[config.mk]
export PLATFORM = sky130hd
export DESIGN_NAME = uflfc_top
export DESIGN_NICKNAME = d
export VERILOG_FILES = /design/src/logic/uflfc_pkg.sv /design/src/logic/uflfc_fifo_if.sv /design/src/logic/uflfc_fifo.sv /design/src/logic/uflfc_top.sv
export SDC_FILE = /design/constraint.sdc
export NUM_CORES = 1
export LEC_CHECK = 0
export BUFFER_PORTS_ARGS = -buffer_cell sky130_fd_sc_hd__buf_2
export CAP_MARGIN = 20
export CORE_AREA = 4 4 172 174
export DETAILED_ROUTE_END_ITERATION = 10
export DIE_AREA = 0 0 176 178
export HOLD_SLACK_MARGIN = 0.03
export PLACE_DENSITY_LB_ADDON = 0.2
export SLEW_MARGIN = 20
export SYNTH_ARGS = -nofsm -noshare
export SYNTH_HDL_FRONTEND = slang
export SYNTH_SLANG_ARGS = --single-unit
[constraint.sdc]
create_clock -name sys_clk -period 5.5 [get_ports sys_clk]
set_clock_uncertainty 0.2 [all_clocks]
set_input_delay 1.1 -clock sys_clk [delete_from_list [all_inputs] [get_ports sys_clk]]
set_output_delay 1.1 -clock sys_clk [all_outputs]
set_load 0.02 [all_outputs]
[src/logic/uflfc_pkg.sv]
// Constants, types and helpers shared by the serial port files
package uflfc_pkg;
  // ***********************************
  // Widths and depths
  // ***********************************
  localparam int DATA_W = 8;
  localparam int FIFO_DEPTH = 8;
  localparam int ADDR_W = 3;
  localparam int IER_W = 4;
  localparam int MCR_W = 5;
  localparam int CNT_W = 20;
  // ***********************************
  // Register offsets
  // ***********************************
  localparam logic [9:0] IO_FIFO_CONTROL = 10'h3fa;
  localparam logic [9:0] IO_LINE_FORMAT = 10'h3fb;
  localparam logic [2:0] OFS_DATA = 3'h0;
  localparam logic [2:0] OFS_IER = 3'h1;
  localparam logic [2:0] OFS_IIR_FCR = IO_FIFO_CONTROL[2:0];
  localparam logic [2:0] OFS_LCR = IO_LINE_FORMAT[2:0];
  localparam logic [2:0] OFS_MCR = 3'h4;
  localparam logic [2:0] OFS_LSR = 3'h5;
  localparam logic [2:0] OFS_MSR = 3'h6;
  localparam logic [2:0] OFS_SCRATCH = 3'h7;
  // ***********************************
  // Field positions
  // ***********************************
  localparam int LCR_WL_HI = 1;
  localparam int LCR_WL_LO = 0;
  localparam int LCR_STOP = 2;
  localparam int LCR_PEN = 3;
  localparam int LCR_EPS = 4;
  localparam int LCR_STICK = 5;
  localparam int LCR_BREAK = 6;
  localparam int LCR_DIVISOR_ACCESS_SELECT = 7;
  localparam int FCR_EN = 0;
  localparam int FCR_RXCLR = 1;
  localparam int FCR_TXCLR = 2;
  localparam int FCR_TRIG_HI = 7;
  localparam int FCR_TRIG_LO = 6;
  localparam int IER_RDA = 0;
  localparam int IER_THRE = 1;
  localparam int IER_RLS = 2;
  localparam int MCR_DTR = 0;
  localparam int MCR_RTS = 1;
  localparam int MCR_LOOP = 4;
  // ***********************************
  // Codes, levels and reset values
  // ***********************************
  localparam logic [3:0] TRIG_LVL [4] = '{4'h1, 4'h4, 4'h8, 4'he};
  localparam logic [3:0] IIR_NONE = 4'h1;
  localparam logic [3:0] IIR_RLS = 4'h6;
  localparam logic [3:0] IIR_RDA = 4'h4;
  localparam logic [3:0] IIR_THRE = 4'h2;
  localparam logic [1:0] IIR_FIFO_ON = 2'h3;
  localparam logic [1:0] WLEN_5 = 2'h0;
  localparam logic [1:0] WLEN_8 = 2'h3;
  localparam logic [2:0] WLEN_LAST_BASE = 3'h4;
  localparam logic [2:0] HALF_START = 3'h1;
  localparam logic [2:0] HALF_BIT = 3'h2;
  localparam logic [2:0] HALF_STOP_1P5 = 3'h3;
  localparam logic [2:0] HALF_STOP_2 = 3'h4;
  localparam logic [16:0] HALF_MIN = 17'h00001;
  localparam logic [7:0] BYTE_RESET = 8'h00;
  localparam logic [1:0] TRIG_RESET = 2'h0;
  // Shared state code for both serial engines
  typedef enum logic [4:0] {
    SER_IDLE = 5'h01,
    SER_START = 5'h02,
    SER_DATA = 5'h04,
    SER_PARITY = 5'h08,
    SER_STOP = 5'h10
  } uflfc_ser_state_t;
  // Parity of the used data bits, or the stuck level
  function automatic logic uflfc_parity(input logic [7:0] d, input logic [7:0] line_format_control);
    logic [7:0] m;
    m = d & (8'hff >> (WLEN_8 - line_format_control[LCR_WL_HI:LCR_WL_LO]));
    if (line_format_control[LCR_STICK])
      return ~line_format_control[LCR_EPS];
    return line_format_control[LCR_EPS] ? ^m : ~^m;
  endfunction
  // Half-bit count to a down-counter load value
  function automatic logic [CNT_W-1:0] uflfc_halves(input logic [2:0] n, input logic [16:0] h);
    logic [CNT_W-1:0] p;
    p = CNT_W'(n) * CNT_W'(h);
    return p - CNT_W'(1);
  endfunction
endpackage

[src/logic/uflfc_fifo_if.sv]
// Carrier between a FIFO and its user
interface uflfc_fifo_if #(parameter int WIDTH = 8, parameter int DEPTH = 8);
  localparam int CW = $clog2(DEPTH + 1);
  logic wr_valid; // Push request
  logic wr_ready; // Room for a word
  logic [WIDTH-1:0] wr_data;
  logic rd_valid; // Word available
  logic rd_ready; // Pop request
  logic [WIDTH-1:0] rd_data;
  logic clear; // Discard all words
  logic [CW-1:0] level; // Words held
  modport fifo (input wr_valid, wr_data, rd_ready, clear, output wr_ready, rd_valid, rd_data, level);
  modport user (output wr_valid, wr_data, rd_ready, clear, input wr_ready, rd_valid, rd_data, level);
endinterface

[src/logic/uflfc_fifo.sv]
// Flip-flop FIFO with valid/ready on both sides
module uflfc_fifo #(
  parameter int WIDTH = 8,
  parameter int DEPTH = 8
) (
  input wire logic sys_clk,
  input wire logic rst,
  uflfc_fifo_if.fifo q
);
  localparam int PW = $clog2(DEPTH);
  localparam int CW = $clog2(DEPTH + 1);
  logic [WIDTH-1:0] mem_reg [DEPTH]; // Storage
  logic [PW-1:0] wptr_reg; // Write index
  logic [PW-1:0] rptr_reg; // Read index
  logic [CW-1:0] count_reg; // Occupancy
  wire push = q.wr_valid & q.wr_ready;
  wire pop = q.rd_valid & q.rd_ready;
  assign q.wr_ready = count_reg != CW'(DEPTH);
  assign q.rd_valid = count_reg != '0;
  assign q.rd_data = mem_reg[rptr_reg];
  assign q.level = count_reg;
  // Wrap for depths that are not a power of two
  function automatic logic [PW-1:0] bump(input logic [PW-1:0] p);
    return (p == PW'(DEPTH - 1)) ? '0 : PW'(p + 1'b1);
  endfunction
  // Pointers and count; clear beats a push
  always_ff @(posedge sys_clk or posedge rst)
  begin
    if (rst)
    begin
      wptr_reg <= '0;
      rptr_reg <= '0;
      count_reg <= '0;
    end
    else if (q.clear)
    begin
      wptr_reg <= '0;
      rptr_reg <= '0;
      count_reg <= '0;
    end
    else
    begin
      if (push)
        wptr_reg <= bump(wptr_reg);
      if (pop)
        rptr_reg <= bump(rptr_reg);
      count_reg <= CW'(count_reg + CW'(push) - CW'(pop));
    end
  end
  // Data storage needs no reset
  always_ff @(posedge sys_clk)
  begin
    if (push)
      mem_reg[wptr_reg] <= q.wr_data;
  end
endmodule // uflfc_fifo

[src/logic/uflfc_top.sv]
// Serial port register select, FIFO control and line format
module uflfc_top (
  input wire logic sys_clk,
  input wire logic rst,
  input wire logic serial_port_select_n,
  input wire logic [uflfc_pkg::ADDR_W-1:0] bus_addr,
  input wire logic bus_rd,
  input wire logic bus_wr,
  input wire logic [uflfc_pkg::DATA_W-1:0] bus_wdata,
  output logic [uflfc_pkg::DATA_W-1:0] bus_rdata,
  input wire logic serial_in,
  output logic serial_out,
  input wire logic cts_n,
  input wire logic dsr_n,
  input wire logic ri_n,
  input wire logic dcd_n,
  output logic dtr_n,
  output logic rts_n
);
  import uflfc_pkg::*;
  // ***********************************
  // State
  // ***********************************
  logic [7:0] lcr_reg; // Line format
  logic [7:0] scratch_reg; // Scratch
  logic [7:0] divisor_low_reg; // Divisor low
  logic [7:0] divisor_high_byte_reg; // Divisor high
  logic [7:0] bus_rdata_reg; // Read data
  logic [IER_W-1:0] ier_reg; // Interrupt enables
  logic [MCR_W-1:0] mcr_reg; // Modem control
  logic fifo_en_reg; // FIFO mode
  logic [1:0] trig_reg; // Trigger select
  logic [3:0] err_reg; // Sticky errors
  logic [3:0] err_next;
  logic thre_irq_reg; // Holding empty event
  logic thre_irq_next;
  logic tx_empty_d_reg; // Empty, delayed
  logic serial_out_reg;
  logic dtr_n_reg;
  logic rts_n_reg;
  uflfc_ser_state_t tx_state_reg, tx_state_next;
  uflfc_ser_state_t rx_state_reg, rx_state_next;
  logic [CNT_W-1:0] tx_cnt_reg, tx_cnt_next;
  logic [CNT_W-1:0] rx_cnt_reg, rx_cnt_next;
  logic [2:0] tx_bit_reg, tx_bit_next;
  logic [2:0] rx_bit_reg, rx_bit_next;
  logic [7:0] tx_char_reg, tx_char_next;
  logic [7:0] rx_shift_reg, rx_shift_next;
  logic rx_par_reg, rx_par_next;
  logic [7:0] rd_mux; // Read select
  // Eight-word queues in each direction
  uflfc_fifo_if #(.WIDTH(DATA_W), .DEPTH(FIFO_DEPTH)) txq ();
  uflfc_fifo_if #(.WIDTH(DATA_W), .DEPTH(FIFO_DEPTH)) rxq ();
  uflfc_fifo #(.WIDTH(DATA_W), .DEPTH(FIFO_DEPTH)) u_txq (
    .sys_clk(sys_clk),
    .rst(rst),
    .q(txq)
  );
  uflfc_fifo #(.WIDTH(DATA_W), .DEPTH(FIFO_DEPTH)) u_rxq (
    .sys_clk(sys_clk),
    .rst(rst),
    .q(rxq)
  );
  // ***********************************
  // Address decode
  // ***********************************
  wire divisor_access_select = lcr_reg[LCR_DIVISOR_ACCESS_SELECT];
  wire acc_wr = bus_wr & ~serial_port_select_n;
  wire acc_rd = bus_rd & ~serial_port_select_n;
  wire hit_data = bus_addr == OFS_DATA;
  wire hit_ier = bus_addr == OFS_IER;
  wire dl = divisor_access_select;
  wire wr_thr = acc_wr & hit_data & ~dl;
  wire wr_dll = acc_wr & hit_data & dl;
  wire wr_ier = acc_wr & hit_ier & ~dl;
  wire wr_dlm = acc_wr & hit_ier & dl;
  wire wr_fcr = acc_wr & (bus_addr == OFS_IIR_FCR);
  wire wr_lcr = acc_wr & (bus_addr == OFS_LCR);
  wire wr_mcr = acc_wr & (bus_addr == OFS_MCR);
  wire wr_scr = acc_wr & (bus_addr == OFS_SCRATCH);
  wire rd_rbr = acc_rd & hit_data & ~dl;
  wire rd_iir = acc_rd & (bus_addr == OFS_IIR_FCR);
  wire rd_lsr = acc_rd & (bus_addr == OFS_LSR);
  // ***********************************
  // Format and timing
  // ***********************************
  wire [1:0] wlen = lcr_reg[LCR_WL_HI:LCR_WL_LO];
  wire [2:0] last_bit = WLEN_LAST_BASE + {1'b0, wlen};
  wire pen = lcr_reg[LCR_PEN];
  wire [15:0] divisor = {divisor_high_byte_reg, divisor_low_reg};
  // A zero divisor runs at the fastest rate instead of stalling
  wire [16:0] half_cyc = (divisor == '0) ? HALF_MIN : {1'b0, divisor};
  wire [CNT_W-1:0] bit_load = uflfc_halves(HALF_BIT, half_cyc);
  wire [CNT_W-1:0] mid_load = uflfc_halves(HALF_START, half_cyc);
  wire [2:0] stop_halves = ~lcr_reg[LCR_STOP] ? HALF_BIT :
                           (wlen == WLEN_5) ? HALF_STOP_1P5 : HALF_STOP_2;
  wire [CNT_W-1:0] stop_load = uflfc_halves(stop_halves, half_cyc);
  wire [3:0] trig_level = TRIG_LVL[trig_reg];
  // ***********************************
  // FIFO hookup
  // ***********************************
  // Without FIFO mode each queue acts as a single holding byte
  wire tx_space = fifo_en_reg ? txq.wr_ready : ~txq.rd_valid;
  wire rx_space = fifo_en_reg ? rxq.wr_ready : ~rxq.rd_valid;
  assign txq.wr_valid = wr_thr & tx_space;
  assign txq.wr_data = bus_wdata;
  assign txq.rd_ready = tx_state_reg == SER_IDLE;
  // Flush on clear-of-enable, or bit 1/2 while enabling
  wire en_drop = fifo_en_reg & ~bus_wdata[FCR_EN];
  assign rxq.clear = wr_fcr & (en_drop | (bus_wdata[FCR_EN] & bus_wdata[FCR_RXCLR]));
  assign txq.clear = wr_fcr & (en_drop | (bus_wdata[FCR_EN] & bus_wdata[FCR_TXCLR]));
  assign rxq.rd_ready = rd_rbr;
  // ***********************************
  // Serial line
  // ***********************************
  wire tx_par = uflfc_parity(tx_char_reg, lcr_reg);
  wire tx_line = (tx_state_reg == SER_START) ? 1'b0 :
                 (tx_state_reg == SER_DATA) ? tx_char_reg[tx_bit_reg] :
                 (tx_state_reg == SER_PARITY) ? tx_par : 1'b1;
  wire rx_in = mcr_reg[MCR_LOOP] ? tx_line : serial_in;
  wire [7:0] rx_char = rx_shift_reg >> (WLEN_8 - wlen);
  wire rx_done = (rx_state_reg == SER_STOP) && (rx_cnt_reg == '0);
  wire pe = pen & (rx_par_reg != uflfc_parity(rx_char, lcr_reg));
  wire bi = (rx_char == '0) & ~rx_in & ~(pen & rx_par_reg);
  wire [3:0] err_set = rx_done ? {bi, ~rx_in, pe, ~rx_space} : 4'h0;
  assign rxq.wr_valid = rx_done & rx_space;
  assign rxq.wr_data = rx_char;
  // ***********************************
  // Status and identification
  // ***********************************
  wire tx_empty = ~txq.rd_valid;
  wire temt = tx_empty & (tx_state_reg == SER_IDLE);
  wire [7:0] lsr = {1'b0, temt, tx_empty, err_reg, rxq.rd_valid};
  wire rls_p = ier_reg[IER_RLS] & (|err_reg);
  wire rda_p = ier_reg[IER_RDA] & (fifo_en_reg ? (rxq.level >= trig_level) : rxq.rd_valid);
  wire thre_p = ier_reg[IER_THRE] & thre_irq_reg;
  wire [3:0] iir_code = rls_p ? IIR_RLS : rda_p ? IIR_RDA : thre_p ? IIR_THRE : IIR_NONE;
  wire [1:0] iir_top = fifo_en_reg ? IIR_FIFO_ON : 2'h0;
  wire [7:0] msr = {~dcd_n, ~ri_n, ~dsr_n, ~cts_n, 4'h0};
  // Set wins over a same-cycle clear
  assign err_next = err_set | (rd_lsr ? 4'h0 : err_reg);
  wire thre_clr = wr_thr | (rd_iir & (iir_code == IIR_THRE));
  assign thre_irq_next = (tx_empty & ~tx_empty_d_reg) | (thre_irq_reg & ~thre_clr);
  // Read select
  always_comb
  begin
    case (bus_addr)
      OFS_DATA: rd_mux = dl ? divisor_low_reg : rxq.rd_data;
      OFS_IER: rd_mux = dl ? divisor_high_byte_reg : {4'h0, ier_reg};
      OFS_IIR_FCR: rd_mux = {iir_top, 2'h0, iir_code};
      OFS_LCR: rd_mux = lcr_reg;
      OFS_MCR: rd_mux = {3'h0, mcr_reg};
      OFS_LSR: rd_mux = lsr;
      OFS_MSR: rd_mux = msr;
      default: rd_mux = scratch_reg;
    endcase
  end
  // ***********************************
  // Host registers
  // ***********************************
  always_ff @(posedge sys_clk or posedge rst)
  begin
    if (rst)
    begin
      lcr_reg <= BYTE_RESET;
      fifo_en_reg <= 1'b0;
      trig_reg <= TRIG_RESET;
      ier_reg <= '0;
      mcr_reg <= '0;
      scratch_reg <= BYTE_RESET;
      divisor_low_reg <= BYTE_RESET;
      divisor_high_byte_reg <= BYTE_RESET;
      bus_rdata_reg <= BYTE_RESET;
      err_reg <= 4'h0;
      thre_irq_reg <= 1'b0;
      tx_empty_d_reg <= 1'b1;
    end
    else
    begin
      if (wr_lcr)
        lcr_reg <= bus_wdata;
      if (wr_fcr)
      begin
        fifo_en_reg <= bus_wdata[FCR_EN];
        trig_reg <= bus_wdata[FCR_TRIG_HI:FCR_TRIG_LO];
      end
      if (wr_ier)
        ier_reg <= bus_wdata[IER_W-1:0];
      if (wr_mcr)
        mcr_reg <= bus_wdata[MCR_W-1:0];
      if (wr_scr)
        scratch_reg <= bus_wdata;
      if (wr_dll)
        divisor_low_reg <= bus_wdata;
      if (wr_dlm)
        divisor_high_byte_reg <= bus_wdata;
      if (acc_rd)
        bus_rdata_reg <= rd_mux;
      err_reg <= err_next;
      thre_irq_reg <= thre_irq_next;
      tx_empty_d_reg <= tx_empty;
    end
  end
  // ***********************************
  // Transmit engine
  // ***********************************
  always_comb
  begin
    tx_state_next = tx_state_reg;
    tx_char_next = tx_char_reg;
    tx_bit_next = tx_bit_reg;
    tx_cnt_next = (tx_cnt_reg == '0) ? tx_cnt_reg : tx_cnt_reg - CNT_W'(1);
    case (tx_state_reg)
      SER_IDLE:
        if (txq.rd_valid)
        begin
          tx_char_next = txq.rd_data;
          tx_cnt_next = bit_load;
          tx_state_next = SER_START;
        end
      SER_START:
        if (tx_cnt_reg == '0)
        begin
          tx_bit_next = 3'h0;
          tx_cnt_next = bit_load;
          tx_state_next = SER_DATA;
        end
      SER_DATA:
        if (tx_cnt_reg == '0)
        begin
          // Parity sits between last data bit and stop
          tx_bit_next = 3'(tx_bit_reg + 3'h1);
          tx_cnt_next = pen ? bit_load : stop_load;
          if (tx_bit_reg != last_bit)
            tx_cnt_next = bit_load;
          else
            tx_state_next = pen ? SER_PARITY : SER_STOP;
        end
      SER_PARITY:
        if (tx_cnt_reg == '0)
        begin
          tx_cnt_next = stop_load;
          tx_state_next = SER_STOP;
        end
      SER_STOP:
        if (tx_cnt_reg == '0)
          tx_state_next = SER_IDLE;
      default:
        tx_state_next = SER_IDLE;
    endcase
  end
  // ***********************************
  // Receive engine
  // ***********************************
  always_comb
  begin
    rx_state_next = rx_state_reg;
    rx_shift_next = rx_shift_reg;
    rx_bit_next = rx_bit_reg;
    rx_par_next = rx_par_reg;
    rx_cnt_next = (rx_cnt_reg == '0) ? rx_cnt_reg : rx_cnt_reg - CNT_W'(1);
    case (rx_state_reg)
      SER_IDLE:
        if (~rx_in)
        begin
          rx_cnt_next = mid_load;
          rx_state_next = SER_START;
        end
      SER_START:
        if (rx_cnt_reg == '0)
        begin
          // A glitch shorter than half a bit is dropped
          rx_bit_next = 3'h0;
          rx_cnt_next = bit_load;
          rx_state_next = rx_in ? SER_IDLE : SER_DATA;
        end
      SER_DATA:
        if (rx_cnt_reg == '0)
        begin
          rx_shift_next = {rx_in, rx_shift_reg[7:1]};
          rx_bit_next = 3'(rx_bit_reg + 3'h1);
          rx_cnt_next = bit_load;
          if (rx_bit_reg == last_bit)
            rx_state_next = pen ? SER_PARITY : SER_STOP;
        end
      SER_PARITY:
        if (rx_cnt_reg == '0)
        begin
          rx_par_next = rx_in;
          rx_cnt_next = bit_load;
          rx_state_next = SER_STOP;
        end
      SER_STOP:
        // Later stop bits are never looked at
        if (rx_cnt_reg == '0)
          rx_state_next = SER_IDLE;
      default:
        rx_state_next = SER_IDLE;
    endcase
  end
  // Engine flops and pins
  always_ff @(posedge sys_clk or posedge rst)
  begin
    if (rst)
    begin
      tx_state_reg <= SER_IDLE;
      tx_char_reg <= BYTE_RESET;
      tx_bit_reg <= 3'h0;
      tx_cnt_reg <= '0;
      rx_state_reg <= SER_IDLE;
      rx_shift_reg <= BYTE_RESET;
      rx_bit_reg <= 3'h0;
      rx_cnt_reg <= '0;
      rx_par_reg <= 1'b0;
      serial_out_reg <= 1'b1;
      dtr_n_reg <= 1'b1;
      rts_n_reg <= 1'b1;
    end
    else
    begin
      tx_state_reg <= tx_state_next;
      tx_char_reg <= tx_char_next;
      tx_bit_reg <= tx_bit_next;
      tx_cnt_reg <= tx_cnt_next;
      rx_state_reg <= rx_state_next;
      rx_shift_reg <= rx_shift_next;
      rx_bit_reg <= rx_bit_next;
      rx_cnt_reg <= rx_cnt_next;
      rx_par_reg <= rx_par_next;
      // Break only masks the pin; loopback marks it
      serial_out_reg <= mcr_reg[MCR_LOOP] | (tx_line & ~lcr_reg[LCR_BREAK]);
      dtr_n_reg <= mcr_reg[MCR_LOOP] | ~mcr_reg[MCR_DTR];
      rts_n_reg <= mcr_reg[MCR_LOOP] | ~mcr_reg[MCR_RTS];
    end
  end
  assign bus_rdata = bus_rdata_reg;
  assign serial_out = serial_out_reg;
  assign dtr_n = dtr_n_reg;
  assign rts_n = rts_n_reg;
  // ***********************************
  // Checks
  // ***********************************
  property p_flush_all;
    @(posedge sys_clk) disable iff (rst)
    wr_fcr && fifo_en_reg && !bus_wdata[FCR_EN] |=> rxq.level == '0 && txq.level == '0;
  endproperty
  a_flush_all: assert property (p_flush_all) else $error("FIFO disable did not flush");
  property p_rx_flush;
    @(posedge sys_clk) disable iff (rst)
    wr_fcr && bus_wdata[FCR_EN] && bus_wdata[FCR_RXCLR] |=> rxq.level == '0 && !rxq.rd_valid;
  endproperty
  a_rx_flush: assert property (p_rx_flush) else $error("receive flush failed");
  property p_tx_flush;
    @(posedge sys_clk) disable iff (rst)
    wr_fcr && bus_wdata[FCR_EN] && bus_wdata[FCR_TXCLR] |=> txq.level == '0 && !txq.rd_valid;
  endproperty
  a_tx_flush: assert property (p_tx_flush) else $error("transmit flush failed");
  property p_rbr_read;
    @(posedge sys_clk) disable iff (rst)
    rd_rbr && rxq.rd_valid |=> bus_rdata == $past(rxq.rd_data);
  endproperty
  a_rbr_read: assert property (p_rbr_read) else $error("receive read wrong");
  property p_dlm_write;
    @(posedge sys_clk) disable iff (rst)
    acc_wr && dl && hit_ier |=> divisor_high_byte_reg == $past(bus_wdata) && ier_reg == $past(ier_reg);
  endproperty
  a_dlm_write: assert property (p_dlm_write) else $error("divisor high write wrong");
  property p_ignore;
    @(posedge sys_clk) disable iff (rst)
    serial_port_select_n && (bus_wr || bus_rd) |=> $stable(lcr_reg) && $stable(scratch_reg) && $stable(bus_rdata);
  endproperty
  a_ignore: assert property (p_ignore) else $error("access without select");
  property p_lcr_back;
    @(posedge sys_clk) disable iff (rst)
    wr_lcr ##1 (acc_rd && bus_addr == OFS_LCR && !wr_lcr) |=> bus_rdata == $past(bus_wdata, 2);
  endproperty
  a_lcr_back: assert property (p_lcr_back) else $error("line control readback wrong");
  property p_stop_1p5;
    @(posedge sys_clk) disable iff (rst)
    tx_state_reg != SER_STOP && tx_state_next == SER_STOP && lcr_reg[LCR_STOP] && wlen == WLEN_5
    |=> tx_cnt_reg == CNT_W'(3) * CNT_W'($past(half_cyc)) - CNT_W'(1);
  endproperty
  a_stop_1p5: assert property (p_stop_1p5) else $error("stop length wrong");
  property p_one_stop;
    @(posedge sys_clk) disable iff (rst)
    rx_done |=> rx_state_reg == SER_IDLE;
  endproperty
  a_one_stop: assert property (p_one_stop) else $error("receiver kept stop");
  property p_stick;
    @(posedge sys_clk) disable iff (rst)
    tx_state_reg == SER_PARITY && lcr_reg[LCR_STICK] |-> tx_line == !lcr_reg[LCR_EPS];
  endproperty
  a_stick: assert property (p_stick) else $error("stick parity level wrong");
  property p_break;
    @(posedge sys_clk) disable iff (rst)
    lcr_reg[LCR_BREAK] && !mcr_reg[MCR_LOOP] |=> !serial_out;
  endproperty
  a_break: assert property (p_break) else $error("break not low");
  property p_iir_fifo;
    @(posedge sys_clk) disable iff (rst)
    rd_iir && fifo_en_reg |=> bus_rdata[7:6] == IIR_FIFO_ON;
  endproperty
  a_iir_fifo: assert property (p_iir_fifo) else $error("INTERRUPT_IDENTIFICATION FIFO bits low");
endmodule // uflfc_top

=== Yosys cells after proc, flatten, opt, wreduce, memory -nomap -nowiden ===
Memories as Yosys holds them, arrays and structs flattened. A register that Yosys moved wholly into a read port is not among the register bits.
Cells that the tools add are included.
Widths: inputs -> output; s select.

* Word-level logic and storage cells: 271
* Output and inout port bits: 11
* Register bits: 146
* Memories kept: 2
* Input bits: 21
* Bits in writable memories: 128

* Multiply operators: 1
* Bitwise logic cells: 68
* Equal/unequal tests: 39
* $lt $le $gt $ge: 3
* Multiplexer cells: 82
* Shift-type cells: 2
* Add/subtract/negate cells: 17
* Reduce and logical (&&, ||, !) cells: 28

{| class="wikitable"
|+ Memory list
! memory !! depth !! bits a word !! read ports !! clocked after Yosys merged registers in !! write ports !! RTL line !! text
|-
| u_rxq.mem_reg || 8 || 8 || 1 || 0 || 1 || uflfc_fifo.sv:12 || <nowiki>logic [WIDTH-1:0] mem_reg [DEPTH];</nowiki>
|-
| u_txq.mem_reg || 8 || 8 || 1 || 1 || 1 || uflfc_fifo.sv:12 ||
|}

{| class="wikitable"
|+ Operators by type and width
! cell !! count
|-
| $mux 20 || 10
|-
| $pmux 20 s4 || 1
|-
| $mux 5 || 13
|-
| $mux 3 || 21
|-
| $pmux 8 s7 || 1
|-
| $pmux 5 s5 || 2
|-
| $logic_not 20->1 || 2
|-
| $pmux 20 s2 || 1
|-
| $sub 20x1->20 const B || 2
|-
| $and 1x1->1 || 39
|-
| $eq 3x3->1 const B || 8
|-
| $mux 4 || 6
|-
| $sub 19x1->20 const B || 1
|-
| $mul 3x16->19 || 1
|-
| $add 3x1->3 const B || 6
|-
| $mux 1 || 18
|-
| $not 1->1 || 18
|-
| $sub 17x1->18 const B || 1
|-
| $sub 16x1->17 const B || 1
|-
| $and 8x8->8 || 2
|-
| $logic_not 16->1 || 1
|-
| $mux 16 || 1
|-
| $mux 8 || 2
|-
| $ne 2x2->1 const B || 8
|-
| 41 further kinds || 74
|}

=== Longest topological paths before layout ===
Gate-level depths: netlist of run 1.

* Depth after elaboration: 15
* Mapped depth: 18

=== Hierarchy ===
From an unflattened synthesis of run 1, not the netlist that was laid out.

* Cells, all modules: 1,478
* Area, all modules: 16,370.7 sq um

{| class="wikitable"
|+ By module, submodules not included
! module !! cells each !! instances !! area each (sq um)
|-
| uflfc_top || 1,138 || 1 || 10,042.1
|-
| uflfc_fifo || 170 || 2 || 3,164.3
|}

=== Worst setup path after synthesis of run 1 ===
Ideal clock, no wire load.

* Path kind: reg-to-reg
* Start: reg divisor_low_reg[4]
* End: reg tx_cnt_reg[19]
* Cell stages (with the launch flop): 18
* Data arrival time: 4,295 ps
* Library setup time: 127 ps
* Setup slack: 879 ps
* Clock period less this slack: 4,621 ps
* Required time: 5,173 ps
* Cell sequence: dfrtp_1 > clkbuf_1 > or4_1 > nor3_1 > and2_1 > a21o_1 > nand2_1 > ha_1 > inv_1 > fa_1 > fa_1 > a211oi_1 > nor4b_1 > nor4b_1 > o31ai_1 > nor4b_1 > o32ai_1 > o2bb2ai_1

* Word-level cells in the longest chain between the ends: 8
* Elaborated cells between the ends (all ways): 12
* Classes of those cells: add/sub (2); mul (1); mux (8); reduce/logical (1)

{| class="wikitable"
|+ RTL lines
! what !! RTL line !! text
|-
| from (decl) || uflfc_top.sv:26 || <nowiki>logic [7:0] divisor_low_reg;</nowiki>
|-
| from (signal assigned) || uflfc_top.sv:194 || <nowiki>divisor_low_reg <= bus_wdata;</nowiki>
|-
| $logic_not 16->1 || uflfc_top.sv:92 || <nowiki>wire [16:0] half_cyc = (divisor == '0) ? HALF_MIN : {1'b0, divisor};</nowiki>
|-
| $mux 16 (*) || uflfc_top.sv:92 ||
|-
| $mul 3x16->19 || uflfc_pkg.sv:85 || <nowiki>p = CNT_W'(n) * CNT_W'(h);</nowiki>
|-
| $sub 19x1->20 || uflfc_pkg.sv:86 || <nowiki>return p - CNT_W'(1);</nowiki>
|-
| $mux 20 || uflfc_top.sv:233 || <nowiki>tx_cnt_next = pen ? bit_load : stop_load;</nowiki>
|-
| $mux 20 || uflfc_top.sv:234 || <nowiki>if (tx_bit_reg != last_bit)</nowiki>
|-
| $mux 20 || uflfc_top.sv:229 || <nowiki>if (tx_cnt_reg == '0)</nowiki>
|-
| $pmux 20 s4 (*) || uflfc_top.sv:213 || <nowiki>case (tx_state_reg)</nowiki>
|-
| via tx_cnt_next[19] || uflfc_top.sv:43 || <nowiki>logic [CNT_W-1:0] tx_cnt_reg, tx_cnt_next;</nowiki>
|-
| to (signal assigned) || uflfc_top.sv:324 || <nowiki>tx_cnt_reg <= tx_cnt_next;</nowiki>
|-
| to (decl) || uflfc_top.sv:43 ||
|}

The timed path passes the listed nets; every way through them passes the cells marked *.
A chain may end at the register's enable or synchronous reset.

=== Final worst setup path of run 1 ===
Ends and elaborated chain as after synthesis.

==> summary.md, run 1 <==
| Metric | Value |
|---|---|
| Run status | finished clean |
| Endpoint type of the worst setup path | flip-flop |
| Placer Congestion | 0.9302 |
| # DRC | 0 |
| Worst hold start | bus_rdata[0] |
| Seq/Total Area, Yosys | 48.80% |
| DRT iter0 DRCs | 1109 |
| Nets | 1565 |
| Power Density | 500.0 nW/um^2 |
| Routed vias | 11190 |
| Hold WS | 0.2850 ns |
| FFs w/ async S/R, synth | 54.61% |
| Synth Register Bits | 282 |
| Setup bufs post-CTS | 0 |
| Library cells used by synthesis | 77 |
| Fmax | 194.5 MHz |
| R2r startpoint | divisor_low_reg[4] |
| Global Route Usage Sum | 23.91% |
| Crit path launch type | flip-flop |
| # hold bufs at CTS | 0 |
| Tmin final | 5.140 ns |
| Final Hold Viols | 0 |
| Ant. Diodes | 0 |
| First-pass GRT wire length | 59.69 mm |
| CTS tree | yes |
| Slew at the pin closest to its max-slew limit | 0.9145 ns |
| Maximum fanout along the worst path | 10 |
| Final Cell Area | 17230 sq um |
| R2R Setup Slk | 0.36 ns |
| Slew headroom | 38.49% |
| Input/output buffers | 31 |
| Post-Synthesis Cell Area | 15790 sq um |
| Largest net degree at the start of global routing | 81 |
| H-tree level count | 1 |
| Final period util | 93.46% |
| Vias in the first global route | 10860 |
| Final setup violation count | 0 |
| Hold path endpoint | bus_rdata[0] |
| Root Driver | clkbuf_16 |
| EDFF count, synth | 128 |
| Cts bufs inserted | 31 |
| Area Growth Syn to Fin | 9.138% |
| Max clock buf depth | 3 |
| Chip width | 176 um |
| Max Slew Vio Count | 0 |
| Die footprint | 31330 sq um |
| Hold WC Path Type | reg2reg |
| Avg Cell Area, Syn | 10.93 sq um |
| Setup TNS | 0 ns |
| Sinks on Clock Net | 282 |
| Core area | 27780 sq um |
| Antenna violations before repair | 2 |
| Row cnt | 61 |
| Critical path arrival | 5.37 ns |
| Wire per inst | 19.84 um |
| Share of post-route cells with drive strength above 1 | 14.04% |
| WL final | 36.89 mm |
| Clock transition at the registers of the reported paths | 0.07 ns |
| Reg2reg end | tx_cnt_reg[19] |
| Syn Nets | 1552 |
| WP data required | 5.73 ns |
| Post-Synthesis Cells | 1445 |
| Worst hold path depth | 2 |
| Max_cap viols | 0 |
| Initial Util | 56.83% |
| Reg2Reg Depth | 17 |
| Resized cells post-CTS | 0 |
| Worst-skew pair later-pin latency | 0.56 ns |
| Pre-antenna DRT Iters | 5 |
| Worst VDD drop | 0.3497 mV |
| Synth Flop Type | dfrtp_1 |
| IO Count | 32 |
| P_leak | 0.006895 uW |
| DIE HEIGHT | 178 um |
| DRT antenna net count | 0 |
| GRT overflow | 0 |
| Detailed Place HPWL | 25.85 mm |
| RSZ-0062 raised after global routing | false |
| Synthesis Warnings | 0 |
| Critical path class | reg2reg |
| Placed instance area | 16290 sq um |
| Via density per instance | 6.016 |
==> stage by stage <==
stage	util [%]	total power [uW]	setup WS, ns	instances
detailed placement	58.64	6675	0.4995	1803
CTS	62.02	8638	0.4661	1860
global placement	58.64	6584	0.6180	1803
global route	62.02	9246	0.1034	1860
finish	62.02	8615	0.3599	1860
floorplan	-	5789	0.06013	1445
==> layer usage <==
layer  vias up  global-route usage, %  routed length, um
li1       5277                      -                  -
met1      5545                  35.49              16680
met4         4                  5.556                745
met5         -                      0                 27
met2       316                  38.00              17210
met3        48                  3.264               2232
==> cells in the mapped netlist (7+ instances only) <==
master | n | area share (%)
nand2_1 | 172 | 4.1
dfrtp_1 | 148 | 23
edfxtp_1 | 128 | 24
nor2_1 | 114 | 2.7
o21ai_0 | 91 | 2.9
inv_1 | 70 | 1.7
ha_1 | 69 | 5.5
a21oi_1 | 61 | 1.9
mux2_2 | 57 | 4.1
clkbuf_1 | 56 | 1.3
xnor2_1 | 49 | 2.7
mux2i_1 | 37 | 2.3
nor3_1 | 37 | 1.2
mux4_2 | 34 | 4.9
nand3_1 | 25 | 0.79
xor2_1 | 23 | 1.3
nand2b_1 | 22 | 0.87
fa_1 | 17 | 2.2
nor4_1 | 12 | 0.48
nor2b_1 | 11 | 0.44
a21o_1 | 10 | 0.48
nand4_1 | 9 | 0.36
nor3b_1 | 9 | 0.43
o22ai_1 | 9 | 0.36
o31ai_1 | 9 | 0.43
or3_1 | 9 | 0.36
buf_1 | 8 | 0.19
o21a_1 | 8 | 0.38
and3_1 | 7 | 0.28
o211ai_1 | 7 | 0.33
o221ai_1 | 7 | 0.39
o41ai_1 | 7 | 0.39
or2_2 | 7 | 0.28
==> critical path, cell delays in order (launching register included) <==
cell       delay [ns]
dfrtp_1          0.50
or4_1            0.63
nor3_1           0.18
and2_1           0.19
a21o_1           0.23
nand2_1          0.08
ha_1             0.23
fa_1             0.50
inv_1            0.04
ha_1             0.35
a211oi_1         0.11
nor4b_1          0.54
nor4b_1          0.11
buf_4            0.16
o31ai_1          0.34
nor4bb_1         0.34
o32ai_1          0.13
o2bb2ai_1        0.14
==> worst max path at each step <==
stage | startpoint | to | cells past startpoint
detailed placement | divisor_low_reg[4] | tx_cnt_reg[19] | 17
CTS | divisor_low_reg[4] | tx_cnt_reg[19] | 17
global route | divisor_low_reg[4] | tx_cnt_reg[19] | 17
global placement | divisor_low_reg[4] | tx_cnt_reg[19] | 17
floorplan | rst | bus_rdata[0] | 1
finish | divisor_low_reg[4] | tx_cnt_reg[19] | 17
==> logic make-up after synthesis <==
group	Yosys count	share of synthesized area [%]
buffers and inverters	138	3.344
AOI/OAI and AO/OA	271	10.83
muxes	128	11.26
and+or+nand+nor	467	14.00
xor gates and xnor gates	73	4.137
DFF	282	48.80
adders and majority gates	86	7.624
==> placed cells by master (no fill, tap or decap), drive strengths merged, types with 10 or more instances in the layout <==
cell type / synthesis / final
ha: 69 / 69
clkinv: 1 / 14
a21o: 10 / 10
a21oi: 61 / 61
nand2: 172 / 172
nand3: 25 / 25
nor4: 13 / 13
mux2: 57 / 57
nor2b: 11 / 11
xnor2: 49 / 49
clkbuf: 56 / 39
nand2b: 22 / 22
dfrtp: 148 / 148
xor2: 23 / 23
or3: 10 / 10
nor3: 38 / 38
mux4: 34 / 34
edfxtp: 128 / 128
buf: 11 / 47
o21ai: 93 / 93
mux2i: 37 / 37
fa: 17 / 17
inv: 70 / 70
nor2: 114 / 114
==> power breakdown <==
| part | total (uW) | internal [uW] | switching (uW) |
|---|---|---|---|
| combinational | 3600 | 1600 | 2000 |
| sequential | 3090 | 2590 | 501 |
| clock | 1930 | 1090 | 838 |
==> layout make-up <==
class,instances,area (sq um)
Sequential cell,282,7706
Clock buffer,39,815.8
Fill cell,2312,10550
Multi-Input combinational cell,1025,7555
Clock inverter,18,121.4
Tap cell,378,473.0
Timing Repair Buffer,47,287.8
Inverter,71,271.5
Power figures use the tool's default switching activity.
==> run 2: changes to the inputs <==
--- a/config.mk
+++ b/config.mk
@@ -7,9 +7,9 @@
 export LEC_CHECK = 0
 export BUFFER_PORTS_ARGS = -buffer_cell sky130_fd_sc_hd__buf_2
 export CAP_MARGIN = 20
-export CORE_AREA = 4 4 172 174
+export CORE_AREA = 4 4 183 185
 export DETAILED_ROUTE_END_ITERATION = 10
-export DIE_AREA = 0 0 176 178
+export DIE_AREA = 0 0 187 189
 export HOLD_SLACK_MARGIN = 0.03
 export PLACE_DENSITY_LB_ADDON = 0.2
 export SLEW_MARGIN = 20
==> run 2 against run 1 <==
Compared with the run above: register-to-register slack improved by 0.04 ns; core utilization fell by 7.2 points; sequential power hardly changed; count of clock-buffer cells in the layout rose by 1; combinational power is 2% higher; via count hardly changed; worst hold slack got worse by 0.0059 ns; wire length is 4.0% higher; highest routed layer unchanged.
==> summary.md, run 2 (same netlist as run 1, synthesis figures left out) <==
| Metric | Value |
|---|---|
| Power Density | 516.5 nW/um^2 (+3.3%) |
| P_leak | 0.007042 uW (+2.1%) |
| WP data required | 5.70 ns (-0.03 ns) |
| Final setup violation count | 0 (unchanged) |
| Worst VDD drop | 0.3016 mV (-14%) |
| Die footprint | 35340 sq um (+13%) |
| Routed vias | 11200 (+0.071%) |
| Chip width | 187 um (+6.3%) |
| Commonest non-fill, non-tap cells in the layout | 172 x nand2_1, 148 x dfrtp_1, 128 x edfxtp_1 |
| RSZ-0062 raised after global routing | false |
| Global Route Usage Sum | 21.97% (-1.9 points) |
| Placer Congestion | 0.9023 (-3.0%) |
| Maximum fanout along the worst path | 10 (unchanged) |
| GRT overflow | 0 (unchanged) |
| DRT antenna net count | 0 (unchanged) |
| Row cnt | 66 (+8.2%) |
| # hold bufs at CTS | 0 (unchanged) |
| Max Slew Vio Count | 0 (unchanged) |
| Clock transition at the registers of the reported paths | 0.06 ns (about the same) |
| Final Hold Viols | 0 (unchanged) |
| CTS tree | yes |
| Largest net degree at the start of global routing | 71 (-12%) |
| Max clock buf depth | 3 (unchanged) |
| DRT iter0 DRCs | 916 (-17%) |
| Core area | 32040 sq um (+15%) |
| Worst-path cell with the longest stage delay | or4_1 |
| WL final | 38.38 mm (+4.0%) |
| FILL cells | 2794 (+21%) |
| Endpoint type of the worst setup path | flip-flop |
| Slew headroom | 29.50% (-9.0 points) |
| Pre-antenna DRT Iters | 5 (unchanged) |
| Nets | 1572 (+0.45%) |
| Input/output buffers | 31 (unchanged) |
| Antenna violations before repair | 1 (-1) |
| H-tree level count | 2 (+1) |
| Dpl cells | 1837 (+1.9%) |
| Slew at the pin closest to its max-slew limit | 1.048 ns (+0.1336 ns) |
| Root Driver | clkbuf_16 |
| Max_cap viols | 0 (unchanged) |
| Tmin final | 5.099 ns (-0.04162 ns) |
| Wire per inst | 20.21 um (+1.9%) |
| Vias in the first global route | 11150 (+2.8%) |
| Cts bufs inserted | 34 (+9.7%) |
| Ant. Diodes | 0 (unchanged) |
| Critical path class | reg2reg |
| Placed instance area | 16370 sq um (+0.49%) |
| # DRC | 0 (unchanged) |
| Via density per instance | 5.897 (-2.0%) |
| Final Cell Area | 17560 sq um (+1.9%) |
| Worst path cell trace | or4_1, nor3_1, and2_1, a21o_1, nand2_1, ha_1, inv_1, fa_1, fa_1, a211oi_1, nor4b_2, nor4b_1, buf_4, o31ai_1, nor4b_1, o32ai_1, o2bb2ai_1 |
| Seq. cell area | 7705 sq um (about the same) |
| Fmax | 196.1 MHz (+0.82%) |
| Multi-input gate area | 7566 sq um (+0.15%) |
| Max incr delay on CP | 0.63 ns (about the same) |
| DIE HEIGHT | 189 um (+6.2%) |
| IO Count | 32 (unchanged) |
| Post-Layout Cell Count | 1899 (+2.1%) |
| Detailed Place HPWL | 26.87 mm (+3.9%) |
| Final period util | 92.70% (-0.76 points) |
| Hold WC Path Type | reg2reg |
| Crit path launch type | flip-flop |
| Share of post-route cells with drive strength above 1 | 15.02% (+0.99 points) |
| Initial Util | 49.27% (-7.6 points) |
| Commonest non-fill, non-tap cell in the layout | nand2_1 |
| Critical path arrival | 5.30 ns (-0.07 ns) |
| Run status | finished clean |
| Setup TNS | 0 ns (unchanged) |
| Sinks on Clock Net | 282 (unchanged) |
| Worst-skew pair later-pin latency | 0.54 ns (-0.02 ns) |
| Area Growth Syn to Fin | 11.23% |
| First-pass GRT wire length | 62.20 mm (+4.2%) |
[run 2: cell types whose count changed in the layout (fill, tap and decap cells not counted), moves of 2 or more]
cell       delta
bufinv_16     +4
clkinv_1      -4
buf_4         +4
clkbuf_1      -2
clkbuf_16     +3
[run 2: path summary, 6_finish.rpt]
check	start	end	slack, ns	cells after the start
setup / recovery	divisor_low_reg[4]	tx_cnt_reg[19]	0.40	17
max in group asynchronous	rst	u_txq.wptr_reg[0]	3.56	3
hold reg to reg	bus_rdata[7]	bus_rdata[7]	0.28	2
hold / removal	bus_rdata[7]	bus_rdata[7]	0.28	2
min in group asynchronous	rst	rx_cnt_reg[9]	0.50	2
setup reg to reg	divisor_low_reg[4]	tx_cnt_reg[19]	0.40	17
[run 2: worst max-delay path: cells and delay by family (launching register included)]
kind	cells	cell delay, ns
adder cells (fa/ha/maj)	3	1.23
AO/OA/AOI/OAI	5	0.98
buffers and inverters	2	0.22
AND/OR/NAND/NOR	7	1.85
flip-flops	1	0.50
[run 2: routing by layer]
| layer | wire length [um] | GRT usage, % |
|---|---|---|
| met5 | 8 | 0 |
| met4 | 1020 | 6.428 |
| met3 | 2071 | 3.743 |
| met2 | 17690 | 35.02 |
| met1 | 17590 | 31.31 |
[run 2: what timing repair did]
item | in CTS | in global routing
setup endpoints to repair | 0 | 1
setup buffers | 0 | 0
endpoints found under the hold margin | 0 | 0
resized for setup | 0 | 1
[run 2: layout make-up]
type	instances	share of cell area, %
timing repair buffer	51	1.853
tap	408	2.907
multi-input combinational	1025	43.09
clock inverter	22	1.703
inverter	71	1.546
sequential	282	43.88
clock buffer	40	5.030
[run 2: stage by stage]
stage | power (uW) | util [%] | setup slack, ns | hold WS, ns
2_1_floorplan | 5789 | - | 0.06013 | 0.1945
3_5_place_dp | 6726 | 51.10 | 0.3928 | 0.2650
3_3_place_gp | 6646 | 51.01 | 0.5186 | 0.2625
4_1_cts | 9110 | 54.79 | 0.3517 | 0.2834
6_report | 9069 | 54.81 | 0.4015 | 0.2791
5_1_grt | 9743 | 54.81 | 0.06442 | 0.2985
[run 2: power breakdown]
| group | switching, uW | total (uW) | internal [uW] |
|---|---|---|---|
| clock | 930 | 2340 | 1410 |
| sequential | 484 | 3070 | 2590 |
| combinational | 2030 | 3660 | 1630 |
